[src/rtl/jpeg_regs_pkg.sv]
// Shared offsets, fields, reset values and carrier types of the JPEG status/config bank
`default_nettype none
package jpeg_regs_pkg;
  // ****************************************
  // Register indices
  // ****************************************
  localparam logic [7:0] REG_STATUS_TABLE_LEN_HI = 8'h02;
  localparam logic [7:0] REG_ENCODED_LENGTH_LOW = 8'h03;
  localparam logic [7:0] REG_FIFO_FULLNESS = 8'h04;
  localparam logic [7:0] REG_FRONT_END_CONFIG = 8'h05;
  localparam logic [7:0] REG_CORE_QUANT_EXTEND = 8'h06;
  localparam logic [7:0] REG_ENCODER_BYPASS = 8'h0a;

  // ****************************************
  // Field positions and widths
  // ****************************************
  localparam int QSEL_LSB = 6;
  localparam int LEN_HI_LSB = 8;
  localparam int LEN_WIDTH = 24;
  localparam int FE_WIDTH = 6;
  localparam int FE_CHROMA420_BIT = 0;
  localparam int FE_MONO_BIT = 1;

  // ****************************************
  // Reset values and codes
  // ****************************************
  localparam logic [5:0] FRONT_END_CONFIG_RST = 6'h00;
  localparam logic CORE_QUANT_EXTEND_RST = 1'b0;
  localparam logic ENCODER_BYPASS_RST = 1'b1;
  localparam logic [1:0] QSET_THIRD = 2'h2;
  localparam logic [2:0] FULLNESS_EMPTY = 3'h0;
  localparam logic [2:0] FULLNESS_Q1 = 3'h1;
  localparam logic [2:0] FULLNESS_Q2 = 3'h3;
  localparam logic [2:0] FULLNESS_Q3 = 3'h2;
  localparam logic [2:0] FULLNESS_Q4 = 3'h6;
  localparam logic [7:0] DUMMY_BYTE = 8'h00;

  // ****************************************
  // Carrier types
  // ****************************************
  typedef struct packed {
    logic write;
    logic read;
    logic [7:0] addr;
    logic [15:0] wdata;
  } reg_req_t;

  typedef struct packed {
    logic chroma;
    logic [7:0] data;
  } pix_t;

  typedef enum logic [1:0] {OUT_IDLE, OUT_LINE, OUT_PAD} out_state_t;
endpackage
`default_nettype wire

[src/rtl/jpeg_status_config_regs.sv]
// JPEG status/configuration register bank with output FIFO, bypass routing and spoof framing
// Contract
// - The table select field reports set 0, 1 or 2 as 00, 01, 10 and never the reserved 11.
// - A 24-bit sent-byte count shows bits 23:16 in reg 2 [15:8] and bits 15:0 in reg 3.
// - After an output FIFO overflow the byte count freezes at the bytes already sent.
// - Reg 4 gives the FIFO level as 000, 001, 011, 010, 110 for empty and each quarter.
// - Front-end bit 0 picks 4:2:2 (0) or 4:2:0 (1) sampling for the encoder.
// - With the monochrome bit set only luma samples go to the encoder; chroma is dropped.
// - The extend bit selects the third table pair; clearing it returns to the programmed set.
// - With bypass set (reset value 1) raw frames go through the FIFO and out as spoof frames.
// - With bypass clear the encoder's compressed bytes go through the FIFO to the output.
// - With spoof framing on, lines are shaped to the spoof width and padded with dummy bytes.
`default_nettype none

// ****************************************
// Output FIFO
// ****************************************
module byte_fifo #(
  parameter int WIDTH = 8,
  parameter int DEPTH = 4
) (
  // Clock and reset
  input wire logic clk,
  input wire logic reset,
  input wire logic ce,
  // Fill side
  input wire logic wr_valid,
  input wire logic [WIDTH-1:0] wr_data,
  output logic wr_ready,
  // Drain side
  output logic rd_valid,
  output logic [WIDTH-1:0] rd_data,
  input wire logic rd_ready,
  // Occupancy
  output logic [$clog2(DEPTH):0] level
);
  localparam int PW = $clog2(DEPTH);
  logic [WIDTH-1:0] mem [DEPTH];
  logic [PW-1:0] wr_ptr, rd_ptr, next_wr_ptr, next_rd_ptr;
  logic [PW:0] next_level;
  logic push, pop;

  assign wr_ready = level != (PW+1)'(DEPTH);
  assign rd_valid = level != '0;
  assign rd_data = mem[rd_ptr];
  assign push = wr_valid && wr_ready;
  assign pop = rd_valid && rd_ready;

  function automatic logic [PW-1:0] bump(input logic [PW-1:0] p);
    bump = (p == PW'(DEPTH - 1)) ? '0 : p + PW'(1);
  endfunction

  always_comb begin
    next_wr_ptr = push ? bump(wr_ptr) : wr_ptr;
    next_rd_ptr = pop ? bump(rd_ptr) : rd_ptr;
    next_level = level + (PW+1)'(push) - (PW+1)'(pop);
  end

  always_ff @(posedge clk or posedge reset) begin
    if (reset) begin
      wr_ptr <= '0;
      rd_ptr <= '0;
      level <= '0;
    end else if (ce) begin
      wr_ptr <= next_wr_ptr;
      rd_ptr <= next_rd_ptr;
      level <= next_level;
    end
  end

  // Storage has no reset; only written slots are ever read
  always_ff @(posedge clk) begin
    if (ce && push) begin
      mem[wr_ptr] <= wr_data;
    end
  end
endmodule

// ****************************************
// Register bank and data routing
// ****************************************
module jpeg_status_config_regs import jpeg_regs_pkg::*; #(
  parameter int FIFO_DEPTH = 4
) (
  // Clock and reset
  input wire logic clk,
  input wire logic reset,
  input wire logic ce,
  // Register port
  input wire reg_req_t reg_req,
  output logic [15:0] reg_rdata,
  // Quantization table selection
  input wire logic programmed_set,
  output logic [1:0] quant_table_select,
  // Front-end configuration to the encoder
  output logic chroma_420,
  // Raw pixel stream in
  input wire logic raw_valid,
  input wire pix_t raw_pix,
  output logic raw_ready,
  // Samples to the encoder
  output logic enc_in_valid,
  output logic [7:0] enc_in_data,
  input wire logic enc_in_ready,
  // Compressed bytes from the encoder
  input wire logic enc_out_valid,
  input wire logic [7:0] enc_out_data,
  output logic enc_out_ready,
  // Frame control and spoof settings
  input wire logic frame_start,
  input wire logic frame_end,
  input wire logic spoof_enable,
  input wire logic [15:0] spoof_width,
  // Output stream
  output logic out_valid,
  output logic [7:0] out_data,
  output logic out_line_end,
  output logic frame_valid,
  input wire logic out_ready,
  // Status
  output logic fifo_overflow
);
  localparam int LW = $clog2(FIFO_DEPTH) + 1;

  logic [FE_WIDTH-1:0] front_end_config, next_front_end_config;
  logic core_quant_extend, next_core_quant_extend;
  logic encoder_bypass, next_encoder_bypass;
  logic [15:0] next_reg_rdata;
  logic [LEN_WIDTH-1:0] byte_count, next_byte_count;
  logic next_fifo_overflow;
  out_state_t state, next_state;
  logic [15:0] col, next_col;
  logic src_done, next_src_done;
  logic next_out_valid, next_out_line_end;
  logic [7:0] next_out_data;
  logic mono, drop_chroma, advance, pop, line_last;
  logic fifo_wr_valid, fifo_wr_ready, fifo_rd_valid;
  logic [7:0] fifo_wr_data, fifo_rd_data;
  logic [LW-1:0] fifo_level;
  logic [2:0] fullness;

  function automatic logic [2:0] fullness_code(input int unsigned lvl, input int unsigned dep);
    if (lvl == 0) fullness_code = FULLNESS_EMPTY;
    else if (lvl * 4 < dep) fullness_code = FULLNESS_Q1;
    else if (lvl * 4 < dep * 2) fullness_code = FULLNESS_Q2;
    else if (lvl * 4 < dep * 3) fullness_code = FULLNESS_Q3;
    else fullness_code = FULLNESS_Q4;
  endfunction

  // ****************************************
  // Routing between raw input, encoder and FIFO
  // ****************************************
  assign mono = front_end_config[FE_MONO_BIT];
  assign chroma_420 = front_end_config[FE_CHROMA420_BIT];
  assign quant_table_select = core_quant_extend ? QSET_THIRD : {1'b0, programmed_set};
  assign drop_chroma = mono && raw_pix.chroma;
  // Bypass switches the FIFO source at once; change it only between frames
  assign enc_in_valid = !encoder_bypass && raw_valid && !drop_chroma;
  assign enc_in_data = raw_pix.data;
  assign fifo_wr_valid = encoder_bypass ? raw_valid : enc_out_valid;
  assign fifo_wr_data = encoder_bypass ? raw_pix.data : enc_out_data;
  assign enc_out_ready = !encoder_bypass && fifo_wr_ready;
  assign raw_ready = encoder_bypass ? fifo_wr_ready : (drop_chroma || enc_in_ready);
  assign fullness = fullness_code(int'(fifo_level), FIFO_DEPTH);
  assign frame_valid = (state != OUT_IDLE) || out_valid;

  byte_fifo #(.WIDTH(8), .DEPTH(FIFO_DEPTH)) u_fifo (
    .clk(clk),
    .reset(reset),
    .ce(ce),
    .wr_valid(fifo_wr_valid),
    .wr_data(fifo_wr_data),
    .wr_ready(fifo_wr_ready),
    .rd_valid(fifo_rd_valid),
    .rd_data(fifo_rd_data),
    .rd_ready(pop),
    .level(fifo_level)
  );

  // ****************************************
  // Register access
  // ****************************************
  always_comb begin
    next_front_end_config = front_end_config;
    next_core_quant_extend = core_quant_extend;
    next_encoder_bypass = encoder_bypass;
    next_reg_rdata = reg_rdata;
    // Count and fullness offsets fall to the default: writes there do nothing
    if (reg_req.write) begin
      case (reg_req.addr)
        REG_FRONT_END_CONFIG: next_front_end_config = reg_req.wdata[FE_WIDTH-1:0];
        REG_CORE_QUANT_EXTEND: next_core_quant_extend = reg_req.wdata[0];
        REG_ENCODER_BYPASS: next_encoder_bypass = reg_req.wdata[0];
        default: ;
      endcase
    end
    if (reg_req.read) begin
      case (reg_req.addr)
        REG_STATUS_TABLE_LEN_HI: begin
          next_reg_rdata = '0;
          next_reg_rdata[LEN_HI_LSB +: 8] = byte_count[23:16];
          next_reg_rdata[QSEL_LSB +: 2] = quant_table_select;
        end
        REG_ENCODED_LENGTH_LOW: next_reg_rdata = byte_count[15:0];
        REG_FIFO_FULLNESS: next_reg_rdata = {13'h0000, fullness};
        REG_FRONT_END_CONFIG: next_reg_rdata = {10'h000, front_end_config};
        REG_CORE_QUANT_EXTEND: next_reg_rdata = {15'h0000, core_quant_extend};
        REG_ENCODER_BYPASS: next_reg_rdata = {15'h0000, encoder_bypass};
        default: next_reg_rdata = '0;
      endcase
    end
  end

  always_ff @(posedge clk or posedge reset) begin
    if (reset) begin
      front_end_config <= FRONT_END_CONFIG_RST;
      core_quant_extend <= CORE_QUANT_EXTEND_RST;
      encoder_bypass <= ENCODER_BYPASS_RST;
      reg_rdata <= '0;
    end else if (ce) begin
      front_end_config <= next_front_end_config;
      core_quant_extend <= next_core_quant_extend;
      encoder_bypass <= next_encoder_bypass;
      reg_rdata <= next_reg_rdata;
    end
  end

  // ****************************************
  // Output framing, byte count and overflow
  // ****************************************
  assign advance = !out_valid || out_ready;
  assign line_last = spoof_enable && (col == spoof_width - 16'h0001);

  always_comb begin
    next_state = state;
    next_col = col;
    next_src_done = src_done || frame_end;
    next_out_valid = out_valid && !out_ready;
    next_out_data = out_data;
    next_out_line_end = out_line_end;
    next_byte_count = byte_count;
    next_fifo_overflow = fifo_overflow;
    pop = 1'b0;
    case (state)
      OUT_IDLE: begin
        if (frame_start) begin
          next_state = OUT_LINE;
          next_col = '0;
          next_src_done = frame_end;
          next_byte_count = '0;
          next_fifo_overflow = 1'b0;
        end
      end
      OUT_LINE: begin
        if (advance && fifo_rd_valid) begin
          pop = 1'b1;
          next_out_valid = 1'b1;
          next_out_data = fifo_rd_data;
          next_out_line_end = line_last || !spoof_enable;
          next_col = line_last ? '0 : col + 16'h0001;
          if (!fifo_overflow) begin
            next_byte_count = byte_count + LEN_WIDTH'(1);
          end
        end else if (advance && src_done) begin
          // A short last line is completed with dummy bytes
          next_state = (spoof_enable && col != '0) ? OUT_PAD : OUT_IDLE;
        end
      end
      OUT_PAD: begin
        if (advance) begin
          next_out_valid = 1'b1;
          next_out_data = DUMMY_BYTE;
          next_out_line_end = line_last;
          next_col = line_last ? '0 : col + 16'h0001;
          if (line_last) begin
            next_state = OUT_IDLE;
          end
        end
      end
      default: next_state = OUT_IDLE;
    endcase
    // An overflow in the very cycle of a frame start still counts
    if (!encoder_bypass && enc_out_valid && !fifo_wr_ready) begin
      next_fifo_overflow = 1'b1;
    end
  end

  always_ff @(posedge clk or posedge reset) begin
    if (reset) begin
      state <= OUT_IDLE;
      col <= '0;
      src_done <= 1'b0;
      out_valid <= 1'b0;
      out_data <= '0;
      out_line_end <= 1'b0;
      byte_count <= '0;
      fifo_overflow <= 1'b0;
    end else if (ce) begin
      state <= next_state;
      col <= next_col;
      src_done <= next_src_done;
      out_valid <= next_out_valid;
      out_data <= next_out_data;
      out_line_end <= next_out_line_end;
      byte_count <= next_byte_count;
      fifo_overflow <= next_fifo_overflow;
    end
  end
endmodule
`default_nettype wire

[config.mk]
export PLATFORM = sky130hd
export DESIGN_NAME = jpeg_status_config_regs
export DESIGN_NICKNAME = d
export VERILOG_FILES = /design/src/rtl/jpeg_regs_pkg.sv /design/src/rtl/jpeg_status_config_regs.sv
export SDC_FILE = /design/constraint.sdc
export NUM_CORES = 1
export LEC_CHECK = 0
export BUFFER_PORTS_ARGS = -buffer_cell sky130_fd_sc_hd__buf_2
export CELL_PAD_IN_SITES_DETAIL_PLACEMENT = 0
export CELL_PAD_IN_SITES_GLOBAL_PLACEMENT = 1
export CORE_MARGIN = 5
export CORE_UTILIZATION = 44
export DETAILED_ROUTE_END_ITERATION = 6
export HOLD_SLACK_MARGIN = 0.1
export PLACE_DENSITY = 0.83
export SKIP_CTS_REPAIR_TIMING = 1
export SLEW_MARGIN = 20
export SYNTH_ARGS = -nofsm -noshare
export SYNTH_HDL_FRONTEND = slang
export SYNTH_SLANG_ARGS = --single-unit
[constraint.sdc]
create_clock -name clk -period 3.5 [get_ports clk]
set_input_delay 0.525 -clock clk [delete_from_list [all_inputs] [get_ports clk]]
set_output_delay 0.525 -clock clk [all_outputs]
set_load 0.03 [all_outputs]
* After elaboration in Yosys (flattened, before gate mapping)
Memories as Yosys holds them, arrays and structs flattened.
Index checks and enable logic that the tools add are counted.
** Storage, ports and cells
- Register bits after elaboration :: 85
- Bits of input ports :: 70
- ROM bits :: 0
- Output and inout port bits :: 42
- Memories :: 1
- RAM bits :: 32
- Latch bits :: 0
- Logic and storage cells :: 136
** Operators by class
- Multiply operators :: 0
- Order comparisons :: 3
- Muxes and demuxes :: 45
- Equal/unequal tests :: 19
- Bitwise gates (word level) :: 0
- Add/subtract/negate cells :: 7
- Reductions and logical operators :: 46
- Shift-type cells :: 0
- Divide/modulo/power cells :: 0
** Memory list
- u_fifo.mem :: words 4, width 8, rd ports 1, clocked after Yosys merged registers in 0, wr ports 1, line jpeg_status_config_regs.sv:38 : logic [WIDTH-1:0] mem [DEPTH];
** Operators with widths (count)
- $pmux 16 s6 :: 1
- $mux 24 :: 3
- $mux 16 :: 4
- $pmux 16 s3 :: 1
- $pmux 24 s2 :: 1
- $add 24x1->24 const B :: 1
- $eq 8x3->1 const B :: 3
- $mux 8 :: 3
- $mux 2 :: 9
- $add 16x1->16 const B :: 1
- $eq 16x16->1 :: 1
- $eq 8x2->1 const B :: 2
- $pmux 8 s2 :: 1
- $reduce_bool 16->1 :: 1
- $sub 16x1->16 const B :: 1
- $mux 1 :: 15
- $logic_and 1x1->1 :: 14
- $ne 2x2->1 const B :: 7
- $mux 3 :: 4
- $reduce_and 3->1 :: 4
- $lt 5x4->1 const B :: 2
- $reduce_and 5->1 :: 2
- $reduce_bool 2->1 :: 5
- $eq 8x4->1 const B :: 1
- other kinds (17) :: 33

* Longest topological paths before layout
- Depth in word-level cells :: 7
- Depth in mapped cells :: 12
- Mapped depth without buffers :: 11

* Cells and area by module
Synthesis repeated with hierarchy kept, for this count alone.
** Unflattened totals
- Cells, all modules :: 619
- Area, all modules :: 6513.7 µm²
** Modules (own cells, without submodules)
- jpeg_status_config_regs :: area each 4885.9 µm², seq. area each 1953.1 µm², times used 1, cells each 535
- byte_fifo :: area each 1627.8 µm², seq. area each 1136.1 µm², times used 1, cells each 84

* Least setup slack after synthesis
No wires, ideal clock.
- Path type :: in2reg
- From :: input port spoof_width[0]
- To :: register col[1]
- Library setup time :: 0.132 ns
- Data required time :: 3.368 ns
- Stages :: 10
- Setup slack :: 0.481 ns
- Buffers on the path :: 1
- Data arrival time :: 2.887 ns
- Path through :: inv_1 ha_1 or4b_4 or3_4 or4b_1 o211ai_2 o21ai_2 o31ai_4 buf_6 o22ai_1
** On the way
- Cells in the longest elaborated chain, start to end :: 6
- Elaborated cells on any way between the ends :: 7
- Those cells by class :: add/sub: 1; eq/ne: 1; mux: 4; reduce/logical: 1
** Ends and longest elaborated chain
- from (decl) :: line jpeg_status_config_regs.sv:113 : input wire logic [15:0] spoof_width,
- $sub 16x1->16 * :: line jpeg_status_config_regs.sv:232 : assign line_last = spoof_enable && (col == spoof_width - 16'h0001);
- $eq 16x16->1 * :: line jpeg_status_config_regs.sv:232
- $logic_and 1x1->1 * :: line jpeg_status_config_regs.sv:232
- $mux 16 * :: line jpeg_status_config_regs.sv:260, jpeg_status_config_regs.sv:274
- $mux 16, on equally long branches :: line jpeg_status_config_regs.sv:270, jpeg_status_config_regs.sv:255
- $pmux 16 s3 * :: line jpeg_status_config_regs.sv:244 : case (state)
- to (signal assigned) :: line jpeg_status_config_regs.sv:300 : col <= next_col;
- to (decl) :: line jpeg_status_config_regs.sv:132 : logic [15:0] col, next_col;
Mark *: on every way between the ends. The rest lies on a longest branch, timed or not. The select of a mux whose other input is x is not followed.
A chain may end at the register's enable or synchronous reset.

* Worst setup path after layout
- From :: register state[0]
- To :: register byte_count[22]
** On the way
- Cells in the longest elaborated chain, start to end :: 3
- Elaborated cells on any way between the ends :: 8
- Those cells by class :: eq/ne: 4; mux: 1; reduce/logical: 3
** Ends and longest elaborated chain
- from (decl) :: line jpeg_status_config_regs.sv:131 : out_state_t state, next_state;
- from (signal assigned) :: line jpeg_status_config_regs.sv:299 : state <= next_state;
- $eq 2x1->1 / $logic_not 2->1 (equally long branches) :: line jpeg_status_config_regs.sv:244
- $ne 2x2->1 (no line) / $reduce_bool 2->1 (equally long branches)
- $reduce_and 5->1 (no line)
- to (signal assigned) :: line jpeg_status_config_regs.sv:305 : byte_count <= next_byte_count;
- to (decl) :: line jpeg_status_config_regs.sv:129 : logic [LEN_WIDTH-1:0] byte_count, next_byte_count;
Parallel ways exist; a longest one is shown, timed or not.

==> flow_results.xml <==
<?xml version="1.0" encoding="UTF-8"?>
<metrics>
  <group name="logic_synthesis">
    <metric name="postSynthRegisterBits" unit="">117</metric>
    <metric name="ranking_of_synthesized_cells_by_area" unit="">sky130_fd_sc_hd__dfrtp_1 (33%), sky130_fd_sc_hd__edfxtp_1 (15%), sky130_fd_sc_hd__nand2_1 (3.8%), sky130_fd_sc_hd__xor2_1 (3.7%), sky130_fd_sc_hd__ha_1 (3.5%)</metric>
    <metric name="ys_types" unit="">64</metric>
    <metric name="ys_seq_area_frac" unit="">0.481</metric>
    <metric name="synth_fp_nets" unit="">714</metric>
    <metric name="syn_area_per_cell" unit="sq um">10.3</metric>
    <metric name="synth_area_leader_cell" unit="">sky130_fd_sc_hd__dfrtp_1</metric>
    <metric name="post_synthesis_cell_area" unit="sq um">6420</metric>
    <metric name="synth_common_cells" unit="">sky130_fd_sc_hd__dfrtp_1 (84), sky130_fd_sc_hd__nand2_1 (65), sky130_fd_sc_hd__o21ai_0 (41)</metric>
    <metric name="netlist.area_leader.share" unit="">0.327</metric>
    <metric name="synth_enable_flop_cells" unit="">32</metric>
    <metric name="post-synth-top-count-cell" unit="">sky130_fd_sc_hd__dfrtp_1</metric>
    <metric name="syn-instance-count" unit="">625</metric>
    <metric name="yosysWarningCount" unit="">0</metric>
    <metric name="asyncSetResetFlopFracSynth" unit="">0.726</metric>
    <metric name="synthFlopType" unit="">sky130_fd_sc_hd__dfrtp_1</metric>
  </group>
  <group name="pwr">
    <metric name="ir_worst_vdd" unit="mV">0.374</metric>
    <metric name="leakagePower" unit="nW">3.30</metric>
    <metric name="power-per-cell-area" unit="nW/um^2">663</metric>
  </group>
  <group name="setup_path">
    <metric name="timing.critical_path.slowest_stage_cell" unit="">sky130_fd_sc_hd__or4b_2</metric>
    <metric name="worst_ep_arrival_time" unit="ns">3.24</metric>
    <metric name="crit_chain" unit="">inv_1, ha_1, nand2b_1, o2111ai_1, or4b_2, nor2_1, nand3_1, xor2_1, nor2_1</metric>
    <metric name="worst_ep_required_time" unit="ns">3.79</metric>
    <metric name="critPathTopFamily" unit="">simple AND/OR/NAND/NOR gates</metric>
    <metric name="crit_path_end_kind" unit="">flip-flop</metric>
    <metric name="timing.setup.critical_path_class" unit="">reg -&gt; reg</metric>
    <metric name="timing.critical_path.mode_cell" unit="">sky130_fd_sc_hd__nor2_1</metric>
    <metric name="critical_path.n_buffers_inverters" unit="">1</metric>
    <metric name="worstPathMaxFanout" unit="">8</metric>
    <metric name="r2r_setup_slack" unit="ns">0.54</metric>
    <metric name="worst_setup_path_start_kind" unit="">flip-flop</metric>
    <metric name="worst_path_largest_cell_delay" unit="ns">0.82</metric>
  </group>
  <group name="detailed_routing">
    <metric name="ant_nets" unit="">0</metric>
    <metric name="wl_per_cell" unit="microns">16.3</metric>
    <metric name="route.vias.total" unit="">5049</metric>
    <metric name="detail_route.vias_per_cell" unit="">5.54</metric>
    <metric name="dr.pass1.iters" unit="">4</metric>
    <metric name="detail_route.wirelength" unit="microns">14800</metric>
    <metric name="route.detailed.drc" unit="">0</metric>
    <metric name="drtIter0Drc" unit="">260</metric>
  </group>
  <group name="sta">
    <metric name="slew-limit-headroom" unit="">0.430</metric>
    <metric name="max_clock_freq" unit="MHz">338</metric>
    <metric name="timing.clock.skew" unit="ns">0.0123</metric>
    <metric name="grt_setup_unrepaired" unit="">false</metric>
    <metric name="total_negative_setup_slack" unit="ns">0</metric>
    <metric name="min_period_over_period" unit="">0.845</metric>
    <metric name="tightestPinTransition" unit="ns">0.854</metric>
    <metric name="setup-violations-final" unit="">0</metric>
    <metric name="final.min_clock_period" unit="ns">2.96</metric>
    <metric name="final_hold_viol_count" unit="">0</metric>
    <metric name="drv_slew" unit="">0</metric>
  </group>
  <group name="place">
    <metric name="finalWeightedCongestion" unit="">0.862</metric>
    <metric name="portBuffers" unit="">101</metric>
    <metric name="detailed_place.area" unit="sq um">7040</metric>
    <metric name="post-dp-hpwl" unit="microns">10800</metric>
  </group>
  <group name="status">
    <metric name="result_of_the_run" unit="">finished, final reports clean</metric>
  </group>
  <group name="floorplan">
    <metric name="pin_count" unit="">112</metric>
    <metric name="dieArea" unit="sq um">17100</metric>
    <metric name="floorplan.die.width" unit="microns">131</metric>
    <metric name="overall_die_height" unit="microns">131</metric>
    <metric name="fp.coreArea" unit="sq um">14400</metric>
    <metric name="floorplan.initialDensity" unit="">0.445</metric>
    <metric name="floorplan.rows" unit="">44</metric>
  </group>
  <group name="min_path">
    <metric name="hp-class" unit="">in -&gt; async</metric>
  </group>
  <group name="cts">
    <metric name="cts_htree_levels" unit="">4</metric>
    <metric name="numCtsBuffers" unit="">17</metric>
    <metric name="tritoncts_clock_tree" unit="">yes</metric>
    <metric name="clock_sink_count" unit="">117</metric>
    <metric name="clock_tree.buffer_depth" unit="">2</metric>
    <metric name="worstSkewPairLatency" unit="ns">0.41</metric>
    <metric name="root_buffer" unit="">sky130_fd_sc_hd__clkbuf_16</metric>
    <metric name="clk_transition_reported_paths" unit="ns">0.05</metric>
  </group>
  <group name="global_route">
    <metric name="track_usage" unit="">0.181</metric>
    <metric name="grt.overflow.total" unit="">0</metric>
    <metric name="first_pass_grt_wire_length" unit="microns">24500</metric>
    <metric name="grt_max_degree" unit="">49</metric>
    <metric name="grt_pass1_vias" unit="">5011</metric>
    <metric name="grt_antenna_before_repair" unit="">0</metric>
  </group>
  <group name="run">
    <metric name="maxCapViolCount" unit="">0</metric>
  </group>
  <group name="finish">
    <metric name="fin_nets" unit="">804</metric>
    <metric name="n_antenna_cell" unit="">0</metric>
    <metric name="final_design_area_no_fill" unit="sq um">7670</metric>
    <metric name="final_core_util" unit="">0.532</metric>
    <metric name="layout-drive-gt1-share" unit="">0.253</metric>
    <metric name="layout-area-overhead-vs-synth" unit="%">19.5</metric>
  </group>
</metrics>
## where the power goes
part           internal, mW  total, mW  switching (mW)
Sequential             1.60       1.82           0.219
Clock                  1.26       1.84           0.580
Combinational         0.577       1.42           0.846
## logic make-up after synthesis
logic type	synth area share
XOR/XNOR	0.0628
multiplexers	0.0628
flip-flops	0.481
buffers and inverters	0.0468
AND/OR/NAND/NOR	0.174
adder cells (fa/ha/maj)	0.0382
AO/OA/AOI/OAI	0.134
## cell usage in the layout (no fill, tap or decap), drive strengths merged, types with 10 or more instances in the layout
cell and count:
buf 111, dfrtp 84, nand2 65, o21ai 42, nor2 38, edfxtp 32, a21oi 29, xor2 27
inv 26, nand3 23, clkbuf 22, xnor2 19, mux2 18, ha 18, a22oi 16, nor3 14
nor2b 12, nand4 10, or3 10
## sequential cells by signal, summed over array words and instances, names as in the netlist, 3 cells and up
signal,cells
u_fifo.mem,32
col,16
out_data,8
reg_rdata,16
front_end_config,6
u_fifo.level,3
byte_count,24
## routing by layer
metal / wire length [microns] / global-route usage
met1: 6640 / 0.238
met2: 7290 / 0.295
met3: 672 / 0.0411
met4: 248 / 0.0665
met5: 0 / 0
## layout make-up
type	count	area (sq um)
fill	1303	6760
timing repair buffer	111	581
tap	184	230
clock inverter	10	180
inverter	27	103
sequential	117	3090
clock buffer	22	444
multi-input combinational	441	3040
## path summary, 6_finish.rpt
| path | from | endpoint | cells past startpoint |
|---|---|---|---|
| max | state[0]$_DFFE_PP0P_ | byte_count[22]$_DFFE_PP0P_ | 9 |
| min in group clk | reg_req[1] | front_end_config[1]$_DFFE_PP0P_ | 2 |
| min reg2reg | reg_rdata[10]$_DFFE_PP0P_ | reg_rdata[10]$_DFFE_PP0P_ | 2 |
| min | reset | col[0]$_DFFE_PP0P_ | 2 |
| max in group asynchronous | reset | encoder_bypass$_DFFE_PP1P_ | 3 |
| max reg2reg | state[0]$_DFFE_PP0P_ | byte_count[22]$_DFFE_PP0P_ | 9 |
## stage by stage
stage          worst slack, ns  hold WS, ns  std cells  power, mW
2_1_floorplan            0.481        0.465        625       2.86
3_3_place_gp             0.252        0.461        880       3.20
3_5_place_dp             0.217        0.471        880       3.27
4_1_cts                  0.526        0.290        912       5.13
5_1_grt                  0.347        0.340        912       5.39
6_report                 0.542        0.266        912       5.08
(Power assumes the default switching activity.)
